==> config.mk <==
export PLATFORM = sky130hd
export DESIGN_NAME = timer_square_wave_pwm
export DESIGN_NICKNAME = d
export VERILOG_FILES = /design/src/hdl/timer_pkg.sv /design/src/hdl/timer_prescaler.sv /design/src/hdl/timer_sync.sv /design/src/hdl/timer_square_wave_pwm.sv
export VERILOG_INCLUDE_DIRS = /design/src /design/src/hdl
export SDC_FILE = /design/constraint.sdc
export NUM_CORES = 1
export LEC_CHECK = 0
export CAP_MARGIN = 20
export CORE_ASPECT_RATIO = 0.8
export CORE_UTILIZATION = 25
export DETAILED_ROUTE_END_ITERATION = 16
export DONT_BUFFER_PORTS = 1
export PLACE_DENSITY = 0.39
export SLEW_MARGIN = 20
export SYNTH_ARGS = -nofsm -noshare
export SYNTH_HDL_FRONTEND = slang
export SYNTH_SLANG_ARGS = --single-unit
==> constraint.sdc <==
create_clock -name clk -period 5.35 [get_ports clk]
set_input_delay 1.07 -clock clk [delete_from_list [all_inputs] [get_ports clk]]
set_output_delay 1.07 -clock clk [all_outputs]
set_load 0.005 [all_outputs]
==> src/hdl/timer_cfg.svh <==
`ifndef TIMER_CFG_SVH
`define TIMER_CFG_SVH
// register byte addresses
`define ADDR_CONTROL 4'h0
`define ADDR_COUNTER 4'h4
`define ADDR_RELOAD 4'h8
`define ADDR_COMPARE 4'hC
// control word bit positions
`define BIT_CAPTURE 0
`define BIT_INT_EN 1
`define BIT_RUN 2
`define BIT_EXT_EN 3
`define BIT_DOWN_EN 4
`define BIT_OUT_A_EN 5
`define BIT_EXT_FLAG 6
`define BIT_OVF_FLAG 7
`define BIT_PRESCALE_LO 8
`define BIT_PRESCALE_HI 10
`define BIT_PWM_CLR 11
`define BIT_PWM_SET 12
`define BIT_COUNTER_MODE 15
// reset values
`define CONTROL_RESET 16'h0000
`define COUNTER_RESET 16'h0000
`define RELOAD_RESET 16'h0000
`define COMPARE_RESET 16'h0000
`endif

==> src/hdl/timer_pkg.sv <==
package timer_pkg;
   typedef logic [15:0] word_t;
   typedef logic [2:0] prescale_t;
endpackage

==> src/hdl/timer_prescaler.sv <==
`timescale 1ns/1ns
`include "timer_cfg.svh"
module timer_prescaler (
   input wire logic clk,
   input wire logic reset,
   input wire timer_pkg::prescale_t prescaleSelect,
   output logic tick
);
   logic [9:0] div_reg;
   logic [9:0] div_next;
   logic [9:0] limit;

   // codes six and seven fall back to divide by one
   function automatic logic [9:0] divLimit(input timer_pkg::prescale_t code);
      case (code)
         3'h1: divLimit = 10'h003;
         3'h2: divLimit = 10'h00F;
         3'h3: divLimit = 10'h03F;
         3'h4: divLimit = 10'h0FF;
         3'h5: divLimit = 10'h3FF;
         default: divLimit = 10'h000;
      endcase
   endfunction

   always_comb begin
      limit = divLimit(prescaleSelect);
      tick = (div_reg >= limit);
      div_next = tick ? 10'h000 : div_reg + 10'h001;
   end

   always_ff @(posedge clk or posedge reset) begin
      if (reset) begin
         div_reg <= 10'h000;
      end else begin
         div_reg <= div_next;
      end
   end
endmodule

==> src/hdl/timer_sync.sv <==
`timescale 1ns/1ns
module timer_sync (
   input wire logic clk,
   input wire logic reset,
   input wire logic din,
   output logic dout
);
   logic meta_reg;
   logic sync_reg;
   always_ff @(posedge clk or posedge reset) begin
      if (reset) begin
         meta_reg <= 1'b0;
         sync_reg <= 1'b0;
      end else begin
         meta_reg <= din;
         sync_reg <= meta_reg;
      end
   end
   assign dout = sync_reg;
endmodule

==> src/hdl/timer_square_wave_pwm.sv <==
// Design decisions made here: the Wishbone interface to the registers and the register offsets.
`timescale 1ns/1ns
`include "timer_cfg.svh"
// Operation
// reload mode with pin A enabled: toggle pin A at every reload.
// control word 0x0024 gives timer, no PWM, divide one, square wave on A.
// control word 0x0804 gives timer with PWM on pin B, divide one.
// PWM pin B high from zero to compare minus one, low at compare.
// PWM counter runs past compare to reload value, then restarts at zero.
// up count reloads zero at reload value; down count reloads value at zero.
// overflow flag set on each overflow or underflow, held until cleared.
// prescale codes 0..5 divide by 1,4,16,64,256,1024; 6 and 7 by one.
// clear-on-compare PWM drives B low at compare, high at reload value.
// writes act next clock; counter write never raises overflow flag.
module timer_square_wave_pwm (
   input wire logic clk,
   input wire logic reset,
   input wire logic wb_cyc_i,
   input wire logic wb_stb_i,
   input wire logic wb_we_i,
   input wire logic [3:0] wb_adr_i,
   input wire logic [3:0] wb_sel_i,
   input wire logic [31:0] wb_dat_i,
   output logic [31:0] wb_dat_o,
   output logic wb_ack_o,
   input wire logic pinAIn,
   input wire logic pinBIn,
   output logic outputPinA,
   output logic outputPinAEn,
   output logic outputPinB,
   output logic outputPinBEn,
   output logic irq
);
   timer_pkg::word_t control_reg, control_next;
   timer_pkg::word_t counter_reg, counter_next;
   timer_pkg::word_t reload_reg, reload_next;
   timer_pkg::word_t compare_reg, compare_next;
   logic pinA_reg, pinA_next;
   logic pinB_reg, pinB_next;
   logic ack_reg, ack_next;
   logic [31:0] rdata_reg, rdata_next;
   logic pinASync, pinBSync, pinAPrev_reg, pinBPrev_reg;
   logic tick, countEvent, pwmMode, downDir, down_reg, down_next;
   logic wrStrobe, capture, extFall, cntEdge, reloadHit, underHit;
   logic ovfEvent, extEvent;

   timer_sync u_syncA (
      .clk(clk),
      .reset(reset),
      .din(pinAIn),
      .dout(pinASync)
   );
   timer_sync u_syncB (
      .clk(clk),
      .reset(reset),
      .din(pinBIn),
      .dout(pinBSync)
   );
   timer_prescaler u_pre (
      .clk(clk),
      .reset(reset),
      .prescaleSelect(control_reg[`BIT_PRESCALE_HI:`BIT_PRESCALE_LO]),
      .tick(tick)
   );

   // merge only the two low byte lanes that sel enables
   function automatic timer_pkg::word_t mergeWord(input timer_pkg::word_t old,
                                                  input logic [31:0] dat, input logic [3:0] sel);
      mergeWord = old;
      if (sel[0]) mergeWord[7:0] = dat[7:0];
      if (sel[1]) mergeWord[15:8] = dat[15:8];
   endfunction

   always_comb begin
      // writes land on the edge at which the master sees ack high, not on the take edge
      wrStrobe = wb_cyc_i && wb_stb_i && wb_we_i && ack_reg;
      pwmMode = control_reg[`BIT_PWM_CLR] || control_reg[`BIT_PWM_SET];
      cntEdge = pinAPrev_reg && !pinASync;
      countEvent = control_reg[`BIT_RUN] &&
                   (control_reg[`BIT_COUNTER_MODE] ? cntEdge : tick);
      extFall = control_reg[`BIT_EXT_EN] && pinBPrev_reg && !pinBSync && !pwmMode;
      capture = control_reg[`BIT_CAPTURE];
      // outside PWM, down enable follows pin B; in PWM it bounces
      if (!control_reg[`BIT_DOWN_EN]) begin
         downDir = 1'b0;
      end else if (pwmMode) begin
         downDir = down_reg;
      end else begin
         downDir = !pinBSync;
      end
      reloadHit = !downDir && (counter_reg == reload_reg);
      underHit = downDir && (counter_reg == 16'h0000);
      ovfEvent = 1'b0;
      extEvent = 1'b0;
      counter_next = counter_reg;
      down_next = down_reg;
      reload_next = reload_reg;
      compare_next = compare_reg;
      pinA_next = pinA_reg;
      pinB_next = pinB_reg;
      control_next = control_reg;
      if (countEvent) begin
         if (reloadHit || underHit) begin
            ovfEvent = 1'b1;
            if (pwmMode && control_reg[`BIT_DOWN_EN]) begin
               down_next = !down_reg;
               counter_next = down_reg ? counter_reg + 16'h0001 : counter_reg - 16'h0001;
            end else if (!capture) begin
               counter_next = downDir ? reload_reg : 16'h0000;
            end else begin
               counter_next = downDir ? 16'hFFFF : 16'h0000;
            end
            if (control_reg[`BIT_OUT_A_EN]) begin
               pinA_next = !pinA_reg;
            end
         end else begin
            counter_next = downDir ? counter_reg - 16'h0001 : counter_reg + 16'h0001;
         end
      end
      // pin B waveform in PWM mode; clear and set modes decode it from the count being stepped into,
      // so in clear mode the registered pin is already low on the compare count itself
      if (control_reg[`BIT_PWM_CLR] && control_reg[`BIT_PWM_SET]) begin
         if (counter_reg == compare_reg && countEvent) pinB_next = !pinB_reg;
      end else if (control_reg[`BIT_PWM_CLR]) begin
         if (counter_next == compare_reg) pinB_next = 1'b0;
         else if (countEvent && (reloadHit || underHit)) pinB_next = 1'b1;
         else if (counter_next == 16'h0000) pinB_next = 1'b1;
      end else if (control_reg[`BIT_PWM_SET]) begin
         if (counter_next == compare_reg) pinB_next = 1'b1;
         else if (countEvent && (reloadHit || underHit)) pinB_next = 1'b0;
      end
      if (extFall) begin
         extEvent = 1'b1;
         if (capture) reload_next = counter_reg;
         else counter_next = downDir ? reload_reg : 16'h0000;
      end
      if (ovfEvent) control_next[`BIT_OVF_FLAG] = 1'b1;
      if (extEvent) control_next[`BIT_EXT_FLAG] = 1'b1;
      if (wrStrobe) begin
         case (wb_adr_i)
            `ADDR_CONTROL: begin
               control_next = mergeWord(control_reg, wb_dat_i, wb_sel_i);
               // flags: write one clears, but a same-cycle event wins
               control_next[`BIT_OVF_FLAG] = ovfEvent ||
                  (control_reg[`BIT_OVF_FLAG] && !(wb_sel_i[0] && wb_dat_i[`BIT_OVF_FLAG]));
               control_next[`BIT_EXT_FLAG] = extEvent ||
                  (control_reg[`BIT_EXT_FLAG] && !(wb_sel_i[0] && wb_dat_i[`BIT_EXT_FLAG]));
            end
            `ADDR_COUNTER: counter_next = mergeWord(counter_reg, wb_dat_i, wb_sel_i);
            `ADDR_RELOAD: reload_next = mergeWord(reload_reg, wb_dat_i, wb_sel_i);
            `ADDR_COMPARE: compare_next = mergeWord(compare_reg, wb_dat_i, wb_sel_i);
            default: ;
         endcase
      end
   end

   // classic wishbone: one wait state, ack for one cycle, unmapped reads zero
   always_comb begin
      ack_next = wb_cyc_i && wb_stb_i && !ack_reg;
      rdata_next = rdata_reg;
      if (ack_next) begin
         case (wb_adr_i)
            `ADDR_CONTROL: rdata_next = {16'h0000, control_reg};
            `ADDR_COUNTER: rdata_next = {16'h0000, counter_reg};
            `ADDR_RELOAD: rdata_next = {16'h0000, reload_reg};
            `ADDR_COMPARE: rdata_next = {16'h0000, compare_reg};
            default: rdata_next = 32'h0000_0000;
         endcase
      end
   end

   always_ff @(posedge clk or posedge reset) begin
      if (reset) begin
         control_reg <= `CONTROL_RESET;
         counter_reg <= `COUNTER_RESET;
         reload_reg <= `RELOAD_RESET;
         compare_reg <= `COMPARE_RESET;
         pinA_reg <= 1'b0;
         pinB_reg <= 1'b1;
         down_reg <= 1'b0;
         ack_reg <= 1'b0;
         rdata_reg <= 32'h0000_0000;
         pinAPrev_reg <= 1'b0;
         pinBPrev_reg <= 1'b0;
      end else begin
         control_reg <= control_next;
         counter_reg <= counter_next;
         reload_reg <= reload_next;
         compare_reg <= compare_next;
         pinA_reg <= pinA_next;
         pinB_reg <= pinB_next;
         down_reg <= down_next;
         ack_reg <= ack_next;
         rdata_reg <= rdata_next;
         pinAPrev_reg <= pinASync;
         pinBPrev_reg <= pinBSync;
      end
   end

   assign wb_ack_o = ack_reg;
   assign wb_dat_o = rdata_reg;
   assign outputPinA = pinA_reg;
   assign outputPinAEn = control_reg[`BIT_OUT_A_EN] && !control_reg[`BIT_COUNTER_MODE];
   assign outputPinB = pinB_reg;
   assign outputPinBEn = pwmMode;
   // interrupt enable bit gates the sticky flags
   assign irq = control_reg[`BIT_INT_EN] &&
                (control_reg[`BIT_OVF_FLAG] || control_reg[`BIT_EXT_FLAG]);
endmodule

==> out/qor.txt <==
Detailed Place HPWL: 23.0 mm
Sequential Area: 0.00250 mm^2
die area: 0.0311 mm^2
Lkg Pwr: 3.53 nW
post-CTS setup buffer count: 0
cts repair resizes: 0
Initial Util: 0.257
vias in the first global route: 6684
Clk pin slew, worst setup/hold paths: 0.07 ns
final cell count without fillers: 1281
pwr/cell area: 311 mW/mm^2
WL final: 30.0 mm
placed cell area: 0.00810 mm^2
initial antenna violation count: 0
worst hold path class: reg2reg
fill count: 3239
Final Skew: 0.0112 ns
Antenna Nets Post-Route: 0
Async S/R FF share, synth: 1.00
CP dominant cell by count: xor2_1
CP peak stage delay: 0.73 ns
Cell Rows: 56
CTS H-tree lvls: 3
Num CTS Buffers: 9
Setup WS pre-CTS: 0.798 ns
Max-slew headroom: 0.357
share of cells above drive strength 1: 0.137
fin worst setup slack: 0.593 ns
element type at the critical path end: register
Final Slew Violations: 0
IO buf count: 0
Synth area leader: dfrtp_1
fmax: 210 MHz
Mapped Area: 0.00759 mm^2
number of synthesized flops with an enable pin: 0
placed insts: 1265
Tightest Pin Transition: 0.957 ns
Die Y: 158 um
clk root buf: clkbuf_16
Synth top area share: 0.326
Worst-Skew Late Latency: 0.36 ns
final routed DRC violation total: 0
Multi-input gate area: 0.00467 mm^2
# nets final: 930
Period minus WS final: 4.76 ns
via-per-instance ratio: 5.47
grt total ovfl: 0
final hold vios: 0
first-pass GRT wire length: 44.4 mm
post-route cell area: 0.00842 mm^2
Max-Cap Viols: 0
routed len/inst: 23.4 um
RSZ-0062 raised after global routing: false
DR iter-0 viols: 751
Worst Path Arrival: 5.03 ns
CTS tree: built
Placer Congestion: 0.933
Tot Pwr: 2.61 mW
Syn Area/Cell: 8.60 um^2
Total GRT Usage: 0.193
Startpoint Class: register
Clock Sinks: 100
DRT Pass-1 Iters: 5
largest cells by area after synthesis: dfrtp_1 33%, mux2_2 4.5%, nand2_1 4.1%
via count: 7003
Seq/Total Area, Yosys: 0.330
Ys Warns: 0
Worst EP required: 5.63 ns
Hold Buf Count CTS: 0
ant diodes: 0
Setup CP Type: reg2reg
Layout area overhead: 10.9%
Mapped Cells: 883
largest net degree at the start of global routing: 54
CP max FO: 14
final setup vio count: 0
outcome: finished, final reports clean
Setup TNS: 0 ns
Tcrit/Tclk final: 0.889
post-synthesis cell type count: 82
Peak VDD IR: 0.142 mV
CORE AREA: 0.0296 mm^2
Max clock buf depth: 2
dominant synthesized flop cell: dfrtp_1
worst path cell trace: buf_4 > xor2_1 > nor4_1 > nand4_2 > o21ai_2 > a22oi_1 > o22a_1 > xor2_1 > a2111oi_2 > nand4_1 > a2111oi_4 > o21bai_1 > a2111o_1
Top-Level Pins: 85
Slowest cell on crit path: nor4_1
width of the die: 197 um
flops & latches, synth: 100
==> final timing paths <==
| kind | start | endpoint | slack, ns | cells past startpoint |
|---|---|---|---|---|
| max reg2reg | counter_reg[0]$_DFFE_PP0P_ | outputPinB$_DFFE_PP1P_ | 0.59 | 13 |
| max | counter_reg[0]$_DFFE_PP0P_ | outputPinB$_DFFE_PP1P_ | 0.59 | 13 |
| min in group asynchronous | reset | wb_dat_o[15]$_DFFE_PP0P_ | 0.67 | 1 |
| min reg2reg | u_syncB.meta_reg$_DFF_PP0_ | u_syncB.dout$_DFF_PP0_ | 0.35 | 0 |
| min | u_syncB.meta_reg$_DFF_PP0_ | u_syncB.dout$_DFF_PP0_ | 0.35 | 0 |
| max in group asynchronous | reset | control_reg[12]$_DFFE_PP0P_ | 3.58 | 2 |
==> cell usage after synthesis, drive strengths merged (7+ instances only) <==
master	instances
a211oi	24
a21oi	47
a221oi	22
a22o	19
a22oi	22
a31oi	8
and2	7
and3	13
buf	32
clkbuf	49
dfrtp	99
ha	13
inv	27
mux2	30
mux2i	22
nand2	83
nand3	25
nand4	11
nor2	72
nor3	21
nor4	16
o211ai	8
o21ai	48
o22ai	10
or4	8
xnor2	28
xor2	34
==> logic make-up after synthesis <==
family,Yosys count,synth area share
compound gates,256,0.243
xor+xnor,62,0.0715
fa+ha+maj,13,0.0214
buf+inv,108,0.0646
flops,100,0.330
mux,53,0.0765
other cells,1,0.000494
simple gates,290,0.193
==> metal layers <==
layer / share of wire / up-vias / GRT usage
li1: - / 3219 / -
met1: 0.51 / 3485 / 0.297
met2: 0.40 / 263 / 0.264
met3: 0.072 / 34 / 0.0377
met4: 0.020 / 2 / 0.0539
met5: 0.0026 / - / 0.0209
==> power by group <==
group / internal (mW) / switching, mW / leakage (nW) / total [mW]
Combinational: 0.370 / 0.635 / 2.03 / 1.01
Clock: 0.386 / 0.328 / 0.157 / 0.714
Sequential: 0.805 / 0.0902 / 1.35 / 0.895
Total: 1.56 / 1.05 / 3.53 / 2.61
==> layout make-up <==
type	count	share of cell area
Inverter	27	0.0123
Tap cell	406	0.0603
Clock inverter	6	0.00892
Clock buffer	10	0.0284
Multi-Input combinational cell	690	0.555
Sequential cell	100	0.297
Timing Repair Buffer	42	0.0375
==> cell usage in the layout, fill, tap and decap left out, drive strengths merged, types with 24 or more instances in the layout <==
| cell type | synthesis | final |
|---|---|---|
| nand2 | 83 | 83 |
| a211oi | 24 | 24 |
| mux2 | 30 | 30 |
| buf | 32 | 42 |
| nor2 | 72 | 72 |
| inv | 27 | 31 |
| xnor2 | 28 | 28 |
| o21ai | 48 | 48 |
| a21oi | 47 | 47 |
| dfrtp | 99 | 99 |
| xor2 | 34 | 34 |
| nand3 | 25 | 25 |
==> stage by stage <==
stage	util	hold WS [ns]
finish	0.285	0.351
global route	0.285	0.360
CTS	0.285	0.351
detailed placement	0.274	0.335
global placement	0.274	0.338
floorplan	-	0.331
==> critical path: cells and delay by family (launching register included) <==
| kind | cells | cell delay [ns] |
|---|---|---|
| AND/OR/NAND/NOR | 3 | 1.40 |
| flip-flops | 1 | 0.38 |
| buffers and inverters | 1 | 0.21 |
| XOR/XNOR | 2 | 0.36 |
| AO/OA/AOI/OAI | 7 | 2.33 |
Note: power is estimated with default switching activity, not from simulation.
